**src/rtl/asc_map.svh**
```systemverilog
`ifndef ASC_MAP_SVH
`define ASC_MAP_SVH
// ==========================================
// register offsets (byte addresses)
`define ASC_OFF_CON1 8'h00
`define ASC_OFF_CON2 8'h04
`define ASC_OFF_CON3 8'h08
`define ASC_OFF_PCFGL 8'h0c
`define ASC_OFF_PCFGH 8'h10
`define ASC_OFF_STAT 8'h14
`define ASC_OFF_PMD 8'h18
`define ASC_OFF_CHSEL 8'h1c
`define ASC_BUF_BASE_HI 2'h1
// ==========================================
// field positions
`define ASC_C1_ON 15
`define ASC_C1_RES 10
`define ASC_C1_FORM_HI 9
`define ASC_C1_FORM_LO 8
`define ASC_C1_SSRC_HI 7
`define ASC_C1_SSRC_LO 5
`define ASC_C1_ASAM 2
`define ASC_C1_SAMP 1
`define ASC_C1_DONE 0
`define ASC_C2_VCFG_HI 15
`define ASC_C2_VCFG_LO 13
`define ASC_C2_SCAN 10
`define ASC_C2_CHPS_HI 9
`define ASC_C2_CHPS_LO 8
`define ASC_C2_BUFS 7
`define ASC_C2_SMPI_HI 5
`define ASC_C2_SMPI_LO 2
`define ASC_C2_BUFM 1
`define ASC_C3_SAMC_HI 12
`define ASC_C3_SAMC_LO 8
`define ASC_C3_ADCS_HI 7
`define ASC_C3_ADCS_LO 0
// ==========================================
// reset values and codes
`define ASC_RST_WORD 16'h0000
`define ASC_SSRC_MANUAL 3'h0
`define ASC_SSRC_AUTO 3'h7
// ==========================================
// timing: conversion length in tad, least tad in ns, clock in MHz
`define ASC_CONV_TAD10 5'h0c
`define ASC_CONV_TAD12 5'h0e
`define ASC_CLK_MHZ 40
`define ASC_TAD_MIN10_NS 75
`define ASC_TAD_MIN12_NS 150
`define ASC_TAD_MIN10_CYC ((`ASC_TAD_MIN10_NS * `ASC_CLK_MHZ + 999) / 1000)
`define ASC_TAD_MIN12_CYC ((`ASC_TAD_MIN12_NS * `ASC_CLK_MHZ + 999) / 1000)
`endif

```
**src/rtl/asc_pkg.sv**
```systemverilog
package asc_pkg;
  // ==========================================
  // sequencer states and data words
  typedef enum logic [1:0] {ST_IDLE, ST_SAMPLE, ST_CONVERT, ST_STORE} asc_state_t;
  typedef logic [15:0] asc_word_t;
endpackage : asc_pkg

```
**src/rtl/asc_top.sv**
```systemverilog
`timescale 1ns/1ps
`include "asc_map.svh"
// Operation
// - thirteen analog inputs, numbered zero to twelve
// - bit 10 picks 10-bit/4 or 12-bit/1
// - results kept in sixteen word buffer
// - rate capped 1.1 Msps / 500 ksps
// - 10-bit samples up to four inputs together
// - 12-bit never samples more than one input
// - scan, trigger source, buffer fill modes
// - bits 9:8 choose four result formats
// - keeps converting in sleep and idle
// - two external reference inputs, shared pins
// - control two bits 15:13 pick reference
// - control three bits 7:0 set tad
// - control two bits 9:8 set channel count
// - ssrc and samc select sample sequence
// - control one bit 15 switches module on
// - module disable makes all pins digital
module asc_top
  import asc_pkg::*;
#(
  parameter int NUM_AN = 13,
  parameter int BUF_WORDS = 16
) (
  // clock and reset
  input wire logic mclk,
  input wire logic nrst,
  // ahb-lite slave
  input wire logic hsel,
  input wire logic [31:0] haddr,
  input wire logic [1:0] htrans,
  input wire logic hwrite,
  input wire logic [2:0] hsize,
  input wire logic [31:0] hwdata,
  input wire logic hready,
  output logic hreadyout,
  output logic hresp,
  output logic [31:0] hrdata,
  // analog front end
  input wire logic ext_trig,
  input wire logic [11:0] afe_result,
  output logic afe_enable,
  output logic afe_res12,
  output logic [2:0] afe_ref_sel,
  output logic [3:0] afe_sample,
  output logic afe_convert,
  output logic [3:0] afe_channel,
  output logic [NUM_AN-1:0] pin_digital_mode,
  output logic conv_interrupt_flag
);
  // ==========================================
  // declarations
  asc_word_t conv_control_one_ff, conv_control_two_ff, conv_control_three_ff;
  asc_word_t pin_analog_config_low_ff, pin_analog_config_high_ff;
  asc_word_t buf_mem [BUF_WORDS];
  asc_word_t rd_word;
  asc_state_t state_ff;
  logic conv_module_disable_ff, flag_ff, done_ff, samp_ff, half_ff;
  logic wr_pend_ff, enable_ff;
  logic [7:0] wr_addr_ff, div_cnt_ff, tad_div;
  logic [31:0] hrdata_ff;
  logic [3:0] ch0_sel_ff, scan_idx_ff, sample_ff, chan_ff, sh_idx_ff, seq_cnt_ff;
  logic [3:0] wr_ptr_ff, sh_mask;
  logic [4:0] tad_cnt_ff;
  logic [11:0] raw_ff;
  logic convert_ff, tick, module_on, wr_go, sample_end, last_sh;
  logic [NUM_AN-1:0] digital_ff;
  logic [2:0] ssrc;
  logic [4:0] conv_len;

  // ==========================================
  // helpers
  // result formatting for both resolutions
  function automatic asc_word_t fmt(input logic [11:0] raw, input logic r12,
                                    input logic [1:0] form);
    asc_word_t w;
    w = 16'h0000;
    if (r12)
    begin
      case (form)
        2'h0: w = {4'h0, raw};
        2'h1: w = {{5{~raw[11]}}, raw[10:0]};
        2'h2: w = {raw, 4'h0};
        default: w = {~raw[11], raw[10:0], 4'h0};
      endcase
    end
    else
    begin
      case (form)
        2'h0: w = {6'h00, raw[9:0]};
        2'h1: w = {{7{~raw[9]}}, raw[8:0]};
        2'h2: w = {raw[9:0], 6'h00};
        default: w = {~raw[9], raw[8:0], 6'h00};
      endcase
    end
    return w;
  endfunction : fmt

  // next analog-marked input after the current one
  function automatic logic [3:0] next_scan(input logic [3:0] cur,
                                           input logic [NUM_AN-1:0] amask);
    logic [3:0] n;
    logic found;
    n = cur;
    found = 1'b0;
    for (int i = 1; i <= NUM_AN; i++)
    begin
      if (!found && amask[(int'(cur) + i) % NUM_AN])
      begin
        n = 4'((int'(cur) + i) % NUM_AN);
        found = 1'b1;
      end
    end
    return n;
  endfunction : next_scan

  // ==========================================
  // decoded controls
  assign module_on = conv_control_one_ff[`ASC_C1_ON] & ~conv_module_disable_ff;
  assign ssrc = conv_control_one_ff[`ASC_C1_SSRC_HI:`ASC_C1_SSRC_LO];
  assign afe_res12 = conv_control_one_ff[`ASC_C1_RES];
  assign conv_len = afe_res12 ? `ASC_CONV_TAD12 : `ASC_CONV_TAD10;
  // last hold when the ones up to this index fill the mask
  assign last_sh = ((4'h2 << sh_idx_ff) - 4'h1) == sh_mask;
  assign wr_go = hsel & hready & htrans[1];

  // sample-and-hold mask; 12-bit keeps only one
  always_comb
  begin
    sh_mask = 4'h1;
    if (!afe_res12)
    begin
      case (conv_control_two_ff[`ASC_C2_CHPS_HI:`ASC_C2_CHPS_LO])
        2'h0: sh_mask = 4'h1;
        2'h1: sh_mask = 4'h3;
        default: sh_mask = 4'hf;
      endcase
    end
  end

  // tad divider floored so rate never exceeds its cap
  always_comb
  begin
    tad_div = conv_control_three_ff[`ASC_C3_ADCS_HI:`ASC_C3_ADCS_LO];
    if (afe_res12 && tad_div < 8'(`ASC_TAD_MIN12_CYC - 1))
      tad_div = 8'(`ASC_TAD_MIN12_CYC - 1);
    else if (!afe_res12 && tad_div < 8'(`ASC_TAD_MIN10_CYC - 1))
      tad_div = 8'(`ASC_TAD_MIN10_CYC - 1);
  end
  assign tick = div_cnt_ff >= tad_div;

  // end of sampling by trigger source
  always_comb
  begin
    case (ssrc)
      `ASC_SSRC_MANUAL: sample_end = ~samp_ff;
      `ASC_SSRC_AUTO: sample_end = tick &&
        tad_cnt_ff >= conv_control_three_ff[`ASC_C3_SAMC_HI:`ASC_C3_SAMC_LO];
      default: sample_end = ext_trig;
    endcase
  end

  // ==========================================
  // ahb-lite slave: zero wait, always okay
  always_ff @(posedge mclk)
  begin
    if (!nrst)
    begin
      wr_pend_ff <= 1'b0;
      wr_addr_ff <= 8'h00;
      hrdata_ff <= 32'h0000_0000;
    end
    else
    begin
      wr_pend_ff <= wr_go & hwrite;
      wr_addr_ff <= haddr[7:0];
      if (wr_go && !hwrite)
        hrdata_ff <= {16'h0000, rd_word};
    end
  end

  // read mux
  always_comb
  begin
    rd_word = 16'h0000;
    if (haddr[7:6] == `ASC_BUF_BASE_HI)
      rd_word = buf_mem[haddr[5:2]];
    else
    begin
      case (haddr[7:0])
        `ASC_OFF_CON1: rd_word = {conv_control_one_ff[15:2], samp_ff, done_ff};
        `ASC_OFF_CON2: rd_word = {conv_control_two_ff[15:8], half_ff,
                                  conv_control_two_ff[6:0]};
        `ASC_OFF_CON3: rd_word = conv_control_three_ff;
        `ASC_OFF_PCFGL: rd_word = pin_analog_config_low_ff;
        `ASC_OFF_PCFGH: rd_word = pin_analog_config_high_ff;
        `ASC_OFF_STAT: rd_word = {10'h000, state_ff, 2'h0, state_ff != ST_IDLE, flag_ff};
        `ASC_OFF_PMD: rd_word = {15'h0000, conv_module_disable_ff};
        `ASC_OFF_CHSEL: rd_word = {12'h000, ch0_sel_ff};
        default: rd_word = 16'h0000;
      endcase
    end
  end

  // control registers
  always_ff @(posedge mclk)
  begin
    if (!nrst)
    begin
      conv_control_one_ff <= `ASC_RST_WORD; // 10-bit default
      conv_control_two_ff <= `ASC_RST_WORD;
      conv_control_three_ff <= `ASC_RST_WORD;
      pin_analog_config_low_ff <= `ASC_RST_WORD;
      pin_analog_config_high_ff <= `ASC_RST_WORD;
      conv_module_disable_ff <= 1'b0;
      ch0_sel_ff <= 4'h0;
    end
    else if (wr_pend_ff)
    begin
      case (wr_addr_ff)
        `ASC_OFF_CON1:
        begin
          conv_control_one_ff <= hwdata[15:0];
          if (conv_control_one_ff[`ASC_C1_ON])
            conv_control_one_ff[`ASC_C1_RES] <= conv_control_one_ff[`ASC_C1_RES];
        end
        `ASC_OFF_CON2: conv_control_two_ff <= hwdata[15:0];
        `ASC_OFF_CON3: conv_control_three_ff <= hwdata[15:0];
        `ASC_OFF_PCFGL: pin_analog_config_low_ff <= hwdata[15:0];
        `ASC_OFF_PCFGH: pin_analog_config_high_ff <= hwdata[15:0];
        `ASC_OFF_PMD: conv_module_disable_ff <= hwdata[0];
        `ASC_OFF_CHSEL: ch0_sel_ff <= (hwdata[3:0] < 4'(NUM_AN)) ? hwdata[3:0] : 4'h0;
        default: ;
      endcase
    end
  end

  // interrupt flag: set wins over software clear
  always_ff @(posedge mclk)
  begin
    if (!nrst)
      flag_ff <= 1'b0;
    else if (state_ff == ST_STORE && last_sh &&
             seq_cnt_ff == conv_control_two_ff[`ASC_C2_SMPI_HI:`ASC_C2_SMPI_LO])
      flag_ff <= 1'b1;
    else if (wr_pend_ff && wr_addr_ff == `ASC_OFF_STAT && !hwdata[0])
      flag_ff <= 1'b0;
  end

  // sample request: a con1 write wins, even the one switching on
  always_ff @(posedge mclk)
  begin
    if (!nrst)
      samp_ff <= 1'b0;
    else if (wr_pend_ff && wr_addr_ff == `ASC_OFF_CON1)
      samp_ff <= hwdata[`ASC_C1_SAMP] & hwdata[`ASC_C1_ON] & ~conv_module_disable_ff;
    else if (!module_on)
      samp_ff <= 1'b0;
    else if (state_ff == ST_SAMPLE && sample_end)
      samp_ff <= 1'b0;
    else if (state_ff == ST_IDLE && conv_control_one_ff[`ASC_C1_ASAM])
      samp_ff <= 1'b1;
  end

  // tad divider
  always_ff @(posedge mclk)
  begin
    if (!nrst || state_ff == ST_IDLE || tick)
      div_cnt_ff <= 8'h00;
    else
      div_cnt_ff <= div_cnt_ff + 8'h01;
  end

  // ==========================================
  // sequencer; no sleep or idle gating on purpose
  always_ff @(posedge mclk)
  begin
    if (!nrst)
    begin
      state_ff <= ST_IDLE;
      tad_cnt_ff <= 5'h00;
      sample_ff <= 4'h0;
      convert_ff <= 1'b0;
      chan_ff <= 4'h0;
      sh_idx_ff <= 4'h0;
      raw_ff <= 12'h000;
      done_ff <= 1'b0;
    end
    else
    begin
      convert_ff <= 1'b0;
      if (wr_pend_ff && wr_addr_ff == `ASC_OFF_CON1 && hwdata[`ASC_C1_SAMP])
        done_ff <= 1'b0;
      case (state_ff)
        ST_IDLE:
        begin
          tad_cnt_ff <= 5'h00;
          sh_idx_ff <= 4'h0;
          if (module_on && samp_ff)
          begin
            state_ff <= ST_SAMPLE;
            sample_ff <= sh_mask;
          end
        end
        ST_SAMPLE:
        begin
          if (tick)
            tad_cnt_ff <= tad_cnt_ff + 5'h01;
          if (!module_on)
          begin
            state_ff <= ST_IDLE;
            sample_ff <= 4'h0;
          end
          else if (sample_end)
          begin
            state_ff <= ST_CONVERT;
            sample_ff <= 4'h0;
            tad_cnt_ff <= 5'h00;
            convert_ff <= 1'b1;
            chan_ff <= conv_control_two_ff[`ASC_C2_SCAN] ? scan_idx_ff : ch0_sel_ff;
          end
        end
        ST_CONVERT:
        begin
          if (tick)
            tad_cnt_ff <= tad_cnt_ff + 5'h01;
          if (!module_on)
            state_ff <= ST_IDLE;
          else if (tick && tad_cnt_ff >= conv_len - 5'h01)
          begin
            raw_ff <= afe_result;
            state_ff <= ST_STORE;
          end
        end
        ST_STORE:
        begin
          tad_cnt_ff <= 5'h00;
          if (last_sh)
          begin
            state_ff <= ST_IDLE;
            done_ff <= 1'b1;
          end
          else if (module_on)
          begin
            sh_idx_ff <= sh_idx_ff + 4'h1;
            chan_ff <= sh_idx_ff + 4'h1;
            convert_ff <= 1'b1;
            state_ff <= ST_CONVERT;
          end
          else
            state_ff <= ST_IDLE; // no new start once switched off
        end
        default: state_ff <= ST_IDLE;
      endcase
    end
  end

  // result buffer write, fill mode, sequence count and scan
  always_ff @(posedge mclk)
  begin
    if (!nrst)
    begin
      wr_ptr_ff <= 4'h0;
      seq_cnt_ff <= 4'h0;
      half_ff <= 1'b0;
      scan_idx_ff <= 4'h0;
    end
    else if (!module_on)
    begin
      wr_ptr_ff <= 4'h0;
      seq_cnt_ff <= 4'h0;
      half_ff <= 1'b0;
    end
    else if (state_ff == ST_STORE)
    begin
      buf_mem[wr_ptr_ff] <= fmt(raw_ff, afe_res12,
        conv_control_one_ff[`ASC_C1_FORM_HI:`ASC_C1_FORM_LO]);
      wr_ptr_ff <= wr_ptr_ff + 4'h1;
      if (last_sh)
      begin
        scan_idx_ff <= next_scan(scan_idx_ff, pin_analog_config_low_ff[NUM_AN-1:0]);
        if (seq_cnt_ff == conv_control_two_ff[`ASC_C2_SMPI_HI:`ASC_C2_SMPI_LO])
        begin
          seq_cnt_ff <= 4'h0;
          half_ff <= conv_control_two_ff[`ASC_C2_BUFM] & ~half_ff;
          wr_ptr_ff <= (conv_control_two_ff[`ASC_C2_BUFM] && !half_ff) ? 4'h8 : 4'h0;
        end
        else
          seq_cnt_ff <= seq_cnt_ff + 4'h1;
      end
    end
  end

  // pin mode: disabled module forces digital
  always_ff @(posedge mclk)
  begin
    if (!nrst)
      digital_ff <= '1;
    else if (conv_module_disable_ff)
      digital_ff <= '1;
    else
      digital_ff <= ~pin_analog_config_low_ff[NUM_AN-1:0];
  end

  // front end power, registered alongside the start pulse
  always_ff @(posedge mclk)
  begin
    if (!nrst)
      enable_ff <= 1'b0;
    else
      enable_ff <= module_on;
  end

  // ==========================================
  // outputs
  assign hreadyout = 1'b1;
  assign hresp = 1'b0;
  assign hrdata = hrdata_ff;
  assign afe_enable = enable_ff;
  assign afe_ref_sel = conv_control_two_ff[`ASC_C2_VCFG_HI:`ASC_C2_VCFG_LO];
  assign afe_sample = sample_ff;
  assign afe_convert = convert_ff;
  assign afe_channel = chan_ff;
  assign pin_digital_mode = digital_ff;
  assign conv_interrupt_flag = flag_ff;
endmodule : asc_top

```
**config.mk**
```make
export PLATFORM = sky130hd
export DESIGN_NAME = asc_top
export DESIGN_NICKNAME = d
export VERILOG_FILES = /design/src/rtl/asc_pkg.sv /design/src/rtl/asc_top.sv
export VERILOG_INCLUDE_DIRS = /design/src /design/src/rtl
export SDC_FILE = /design/constraint.sdc
export NUM_CORES = 1
export LEC_CHECK = 0
export ABC_AREA = 1
export BUFFER_PORTS_ARGS = -buffer_cell sky130_fd_sc_hd__clkbuf_2
export CAP_MARGIN = 15
export CORE_AREA = 2 2 246 175
export DETAILED_ROUTE_END_ITERATION = 10
export DIE_AREA = 0 0 248 177
export PLACE_DENSITY = 0.77
export SLEW_MARGIN = 30
export SYNTH_ARGS = -nofsm -noshare
export SYNTH_HDL_FRONTEND = slang
export SYNTH_SLANG_ARGS = --single-unit
export TNS_END_PERCENT = 50
```
**constraint.sdc**
```tcl
create_clock -name mclk -period 5.7 [get_ports mclk]
set_clock_uncertainty 0.05 [all_clocks]
set_input_delay 0.855 -clock mclk [delete_from_list [all_inputs] [get_ports mclk]]
set_output_delay 0.855 -clock mclk [all_outputs]
set_load 0.005 [all_outputs]
```
==> flow_metrics.py, run 1 <==
metrics = {
    "clock_network": {
        "cts_tree": "built",
        "cts_buffer_depth": 3,
        "ctsResizeCount": 0,
        "post_cts_buffers": 0,
        "clkTransAtPathRegs_ps": 60,
        "cts.sinks": 432,
        "clock_latency_ps": 560,
        "cts_hold_buf": 0,
        "cts-root-buf": "clkbuf_16",
        "htreeDepth": 2,
        "cts_made_buffers": 43,
    },
    "power_and_ir_drop": {
        "p_leak_uw": 0.0106,
        "p_per_area_nw_per_um2": 252,
        "vdd_drop_max_mv": 0.296,
    },
    "detailed_routing": {
        "finalWirelength_um": 68200,
        "drtIter0Drc": 2544,
        "wl_per_cell_um": 20.5,
        "ant_nets": 0,
        "firstDrtPassIters": 7,
        "via_count": 20304,
        "drcViolationCount": 0,
        "vias_per_cell": 6.10,
    },
    "placement": {
        "dp_worst_setup_slack_ps": 303,
        "routabilityCongestion": 0.968,
        "place.detailed.hpwl_um": 47900,
        "port_buffers": 86,
        "placed_area_um2": 24100,
    },
    "synthesis": {
        "synth_edf_count": 256,
        "yosysSeqAreaShare_pct": 48.6,
        "avgSynthCellArea_um2": 8.62,
        "synthCells": 2675,
        "synth-seq-cells": 432,
        "synth_warnings": 0,
        "ys_types": 66,
        "ys.flop_type": "edfxtp_1",
        "async_flop_share_pct": 0,
        "syn_area_um2": 23100,
    },
    "worst_hold_path": {
        "worstHoldPathType": "flop to flop",
    },
    "critical_path": {
        "arrival_ps": 5650,
        "r2r_start": "scan_idx_ff[1]",
        "endpoint": "scan_idx_ff[1]",
        "regToRegSetupSlack_ps": 450,
        "cp-startpoint": "scan_idx_ff[1]",
        "max_stage_delay_ps": 550,
        "worstSetupEndpointType": "flop",
        "cpMaxStageDelayCell": "xor2_1",
        "worstSetupPathType": "flop to flop",
        "cp.required_ps": 6100,
        "start_kind": "flop",
        "crit_top_cell": "nand2_1",
        "worst_r2r_path_depth": 26,
        "cp_max_fo": 18,
        "r2r-end": "scan_idx_ff[1]",
    },
    "layout": {
        "fin_area_um2": 25600,
        "syn2layout_area_growth_pct": 11.2,
        "drive_above_1_share_pct": 11.6,
        "finish.utilization_pct": 61.5,
        "antenna_cells": 0,
        "num-nets-final": 2916,
    },
    "timing": {
        "period_share_pct": 92.1,
        "fin_crit_ps": 5250,
        "fmax_ghz": 0.191,
        "setup-tns-final_ps": 0,
        "timing.final.ws_setup_ps": 453,
        "hold_violations": 0,
        "worstMarginPinSlew_ps": 995,
        "finalSetupViolations": 0,
        "holdWs_ps": 427,
        "drv_slew": 0,
        "maxSlewHeadroom_pct": 33.7,
    },
    "grt": {
        "grt_pass1_wl_um": 104000,
        "grt_max_degree": 74,
        "grt-ovfl-total": 0,
        "grt_pass1_vias": 18763,
        "grt_antenna_before_repair": 0,
        "grt_usage_pct": 30.7,
    },
    "floorplan": {
        "num_io_pins": 149,
        "fp.dieH_um": 177,
        "die_area_um2": 43900,
        "die_x_um": 248,
        "start_util_pct": 55.3,
        "row_count": 63,
        "core_region_area_um2": 41700,
    },
    "outcome": {
        "status": "finished, final reports clean",
    },
    "flow_run": {
        "maxCapViolations": 0,
    },
}
==> sequential cells by signal (all words and copies together) (netlist names), 5 cells and up <==
register / flops
conv_control_two_ff: 15
pin_analog_config_high_ff: 16
raw_ff: 12
div_cnt_ff: 8
pin_analog_config_low_ff: 16
hrdata: 16
conv_control_three_ff: 16
conv_control_one_ff: 14
tad_cnt_ff: 5
wr_addr_ff: 8
pin_digital_mode: 13
buf_mem: 256
==> per-layer routing <==
layer / up-vias / global-route usage [%] / wire, µm
li1: 9359 / - / -
met1: 9595 / 44.7 / 28800
met2: 1206 / 45.0 / 28900
met3: 144 / 7.70 / 8830
met4: 0 / 8.93 / 1660
met5: - / 0 / 0
==> stage by stage <==
stage / total power, µW / std cells
after floorplan: 3470 / 2691
after global placement: 3540 / 3248
after detailed placement: 3550 / 3249
after CTS: 6470 / 3327
after global routing: 6620 / 3327
final: 6470 / 3327
==> report_power, final <==
group          leakage, µW  internal, µW  switching, µW
clock             0.000731          1760           1210
sequential         0.00405          3280           6.60
combinational      0.00578          56.6            148
total               0.0106          5100           1370
==> cell type report <==
type / instances / area (µm²)
sequential: 432 / 11200
fill: 3402 / 16100
inverter: 299 / 1130
timing repair buffer: 139 / 843
multi-input combinational: 1827 / 10300
clock buffer: 62 / 1250
tap: 552 / 691
clock inverter: 16 / 238
==> cell usage after synthesis (6+ instances only) <==
cell type / count / area, µm²
a22oi_1: 110 / 826
nand2_1: 536 / 2010
a21oi_1: 200 / 1000
xnor2_1: 15 / 131
nor3_1: 13 / 65.1
clkbuf_1: 89 / 334
nand3b_1: 6 / 45.0
nand2_2: 20 / 125
xor2_1: 34 / 298
buf_4: 27 / 203
inv_2: 18 / 67.6
o22ai_1: 11 / 68.8
a211oi_1: 9 / 67.6
o21ai_0: 212 / 1060
dfxtp_1: 176 / 3520
clkinv_1: 10 / 37.5
a31oi_1: 17 / 106
nor3b_1: 7 / 52.6
nand3_2: 10 / 100
inv_1: 271 / 1020
nor2_1: 153 / 574
ha_1: 87 / 1090
nand4_1: 28 / 175
o21ai_1: 15 / 75.1
edfxtp_1: 256 / 7690
buf_2: 8 / 40.0
nand2_4: 8 / 90.1
nand3_1: 181 / 906
o221ai_1: 6 / 52.6
a221oi_1: 13 / 114
o211ai_1: 46 / 345
==> cell families (layout without fill, tap and decap cells) <==
kind of cell | count (synthesis) | count (layout) | synth area share, %
xor+xnor | 54 | 54 | 2.21
simple gates | 987 | 987 | 18.9
flops | 432 | 432 | 48.6
buf+inv | 432 | 516 | 7.68
other cells | 2 | 18 | 0.0326
mux | 1 | 1 | 0.0434
fa+ha+maj | 87 | 87 | 4.72
compound gates | 680 | 680 | 17.7
==> worst min path at each step <==
stage,start,endpoint,slack (ps),cells past startpoint
global route,div_cnt_ff[0],div_cnt_ff[0],440,1
global placement,div_cnt_ff[0],div_cnt_ff[0],400,1
detailed placement,raw_ff[8],raw_ff[8],410,2
finish,div_cnt_ff[0],div_cnt_ff[0],430,1
CTS,raw_ff[8],raw_ff[8],420,2
floorplan,pin_analog_config_low_ff[5],pin_digital_mode[5],360,1
==> layout by cell type (no fill, tap or decap), types with 12 or more instances in the layout <==
| master | instances |
|---|---|
| edfxtp_1 | 256 |
| clkbuf_2 | 85 |
| o211ai_1 | 46 |
| a21oi_1 | 200 |
| ha_1 | 85 |
| o21ai_0 | 209 |
| nor3_1 | 13 |
| a22oi_1 | 110 |
| nand3_1 | 181 |
| o21ai_1 | 12 |
| xnor2_1 | 15 |
| a221oi_1 | 13 |
| conb_1 | 18 |
| nand2_1 | 536 |
| buf_4 | 53 |
| nor2_1 | 143 |
| nand2_2 | 19 |
| a31oi_1 | 16 |
| xor2_1 | 32 |
| nand4_1 | 28 |
| clkbuf_16 | 44 |
| inv_1 | 271 |
| dfxtp_1 | 174 |
| inv_2 | 18 |
==> worst max-delay path: cells and delay by family, from the launching register on <==
family | cells | cell delay, ps
simple gates | 13 | 1860
xor+xnor | 2 | 870
compound gates | 4 | 830
fa+ha+maj | 3 | 670
buf+inv | 4 | 490
flops | 1 | 370
Note: power is estimated with default switching activity, not from simulation.
==> inputs of run 2 (changes only) <==
--- a/config.mk
+++ b/config.mk
@@ -9,10 +9,9 @@
 export ABC_AREA = 1
 export BUFFER_PORTS_ARGS = -buffer_cell sky130_fd_sc_hd__clkbuf_2
 export CAP_MARGIN = 15
-export CORE_AREA = 2 2 246 175
+export CORE_AREA = 2 2 290 206
 export DETAILED_ROUTE_END_ITERATION = 10
-export DIE_AREA = 0 0 248 177
-export PLACE_DENSITY = 0.77
+export DIE_AREA = 0 0 292 208
 export SLEW_MARGIN = 30
 export SYNTH_ARGS = -nofsm -noshare
 export SYNTH_HDL_FRONTEND = slang
==> run 2 against run 1 <==
Against the previous run:
- combinational power is 6% higher
- die area is 38% higher
- routed wire length rose by 11%
- clock-buffer cell count rose by 2
- critical path type unchanged
- critical endpoint is now scan_idx_ff[3]
- largest power group unchanged
==> flow_metrics.py, run 2 (synthesized netlist as in run 1, its figures left out) <==
metrics = {
    "detailed_routing": {
        "firstDrtPassIters": 5,
        "drtIter0Drc": 2248,
        "drt-met1-wl_um": 35600,
        "finalWirelength_um": 75500,
        "drcViolationCount": 0,
        "via_count": 20130,
        "wl_per_cell_um": 21.2,
        "highest_layer": "met4",
        "met2WireLength_um": 31000,
        "vias_per_cell": 5.65,
        "met3WireLength_um": 7480,
        "ant_nets": 0,
    },
    "flow_run": {
        "maxCapViolations": 0,
    },
    "critical_path": {
        "cp_max_fo": 9,
        "cp.required_ps": 6080,
        "worst_r2r_path_depth": 33,
        "start_kind": "flop",
        "worstSetupPathType": "flop to flop",
        "worstSetupEndpointType": "flop",
        "r2r-end": "scan_idx_ff[3]",
        "r2r_start": "scan_idx_ff[1]",
        "regToRegSetupSlack_ps": 370,
        "arrival_ps": 5720,
        "max_stage_delay_ps": 380,
        "crit_top_cell": "nand2_1",
        "cpMaxStageDelayCell": "dfxtp_1",
    },
    "timing": {
        "fin_crit_ps": 5330,
        "holdWs_ps": 409,
        "period_share_pct": 93.6,
        "finalSetupViolations": 0,
        "fmax_ghz": 0.188,
        "worstMarginPinSlew_ps": 947,
        "hold_violations": 0,
        "drv_slew": 0,
        "maxSlewHeadroom_pct": 36.6,
    },
    "placement": {
        "place.detailed.hpwl_um": 53000,
        "routabilityCongestion": 0.916,
        "port_buffers": 86,
        "placed_area_um2": 24500,
    },
    "clock_network": {
        "clock_latency_ps": 600,
        "cts-root-buf": "clkbuf_16",
        "cts.sinks": 432,
        "post_cts_buffers": 0,
        "cts_hold_buf": 0,
        "clkTransAtPathRegs_ps": 60,
        "cts_made_buffers": 46,
        "htreeDepth": 2,
        "cts_buffer_depth": 3,
        "cts_tree": "built",
    },
    "layout": {
        "syn2layout_area_growth_pct": 13.2,
        "final_common_cell": "nand2_1",
        "most-common-layout-cells": "nand2_1 (536), inv_1 (270), edfxtp_1 (256), o21ai_0 (210), a21oi_1 (200)",
        "regMostFlops": "buf_mem",
        "fin_area_um2": 26100,
        "finish.utilization_pct": 45.1,
        "num-nets-final": 2942,
        "largest_register_ff_count": 256,
        "drive_above_1_share_pct": 13.0,
        "antenna_cells": 0,
    },
    "floorplan": {
        "num_io_pins": 149,
        "start_util_pct": 39.8,
        "die_x_um": 292,
        "core_region_area_um2": 57900,
        "die_area_um2": 60700,
        "fp.dieH_um": 208,
        "row_count": 74,
    },
    "outcome": {
        "status": "finished, final reports clean",
    },
    "worst_hold_path": {
        "hold-path-cell-count": 3,
        "min_from": "haddr[1]",
        "worstHoldPathType": "input port to flop",
        "hold-path-endpoint": "wr_addr_ff[1]",
    },
    "grt": {
        "grt_antenna_before_repair": 0,
        "grt_pass1_wl_um": 113000,
        "grt-ovfl-total": 0,
        "grt_usage_pct": 24.2,
        "grt_max_degree": 76,
        "grt_pass1_vias": 18477,
    },
    "power_and_ir_drop": {
        "p_leak_uw": 0.0107,
        "p_per_area_nw_per_um2": 245,
        "vdd_drop_max_mv": 0.217,
    },
}
==> run 2: repair_timing <==
action / CTS / global route
gates resized for setup: 0 / 16
hold endpoints to repair: 0 / 0
endpoints found under the setup margin: 0 / 4
==> run 2: worst max-delay path by stage <==
stage / startpoint / to / slack (ps) / depth (start not counted)
after floorplan: scan_idx_ff[0] / scan_idx_ff[3] / 110 / 41
after global placement: scan_idx_ff[1] / scan_idx_ff[0] / 320 / 33
after detailed placement: scan_idx_ff[1] / scan_idx_ff[3] / 270 / 31
after CTS: scan_idx_ff[1] / scan_idx_ff[0] / 220 / 31
after global routing: scan_idx_ff[1] / scan_idx_ff[1] / -2 / 35
final: scan_idx_ff[1] / scan_idx_ff[3] / 370 / 33
==> run 2: worst max-delay path, delay by kind of cell (launching register included) <==
family	cells	cell delay, ps
DFF	1	380
buffers and inverters	3	460
xor gates and xnor gates	1	240
AOI/OAI and AO/OA	1	60
adders and majority gates	3	770
and+or+nand+nor	25	3260
==> run 2: routing by layer <==
layer  global-route usage [%]  vias up
li1                         -     9420
met1                     37.6     9726
met2                     34.2      880
met3                     4.32      104
met4                     6.38        0
met5                        0        -
==> run 2: area by class of cell <==
cell class | count | area, µm²
sequential | 432 | 11200
clock inverter | 21 | 170
multi-input combinational | 1827 | 10300
timing repair buffer | 162 | 1020
inverter | 299 | 1130
tap | 760 | 951
fill | 5556 | 31800
clock buffer | 64 | 1280
==> run 2: through the flow <==
step	setup TNS [ps]	instances	power, µW	setup WS (ps)
6_report	0	3565	6390	367
5_1_grt	-2.27	3565	6560	-2.27
4_1_cts	0	3565	6410	219
3_5_place_dp	0	3480	3570	269
3_3_place_gp	0	3479	3560	323
2_1_floorplan	0	2691	3470	115
==> run 2: report_power, final <==
part / switching [µW] / internal [µW] / leakage, µW
Clock: 1260 / 1620 / 0.000716
Combinational: 158 / 60.5 / 0.00590
Sequential: 6.64 / 3280 / 0.00405
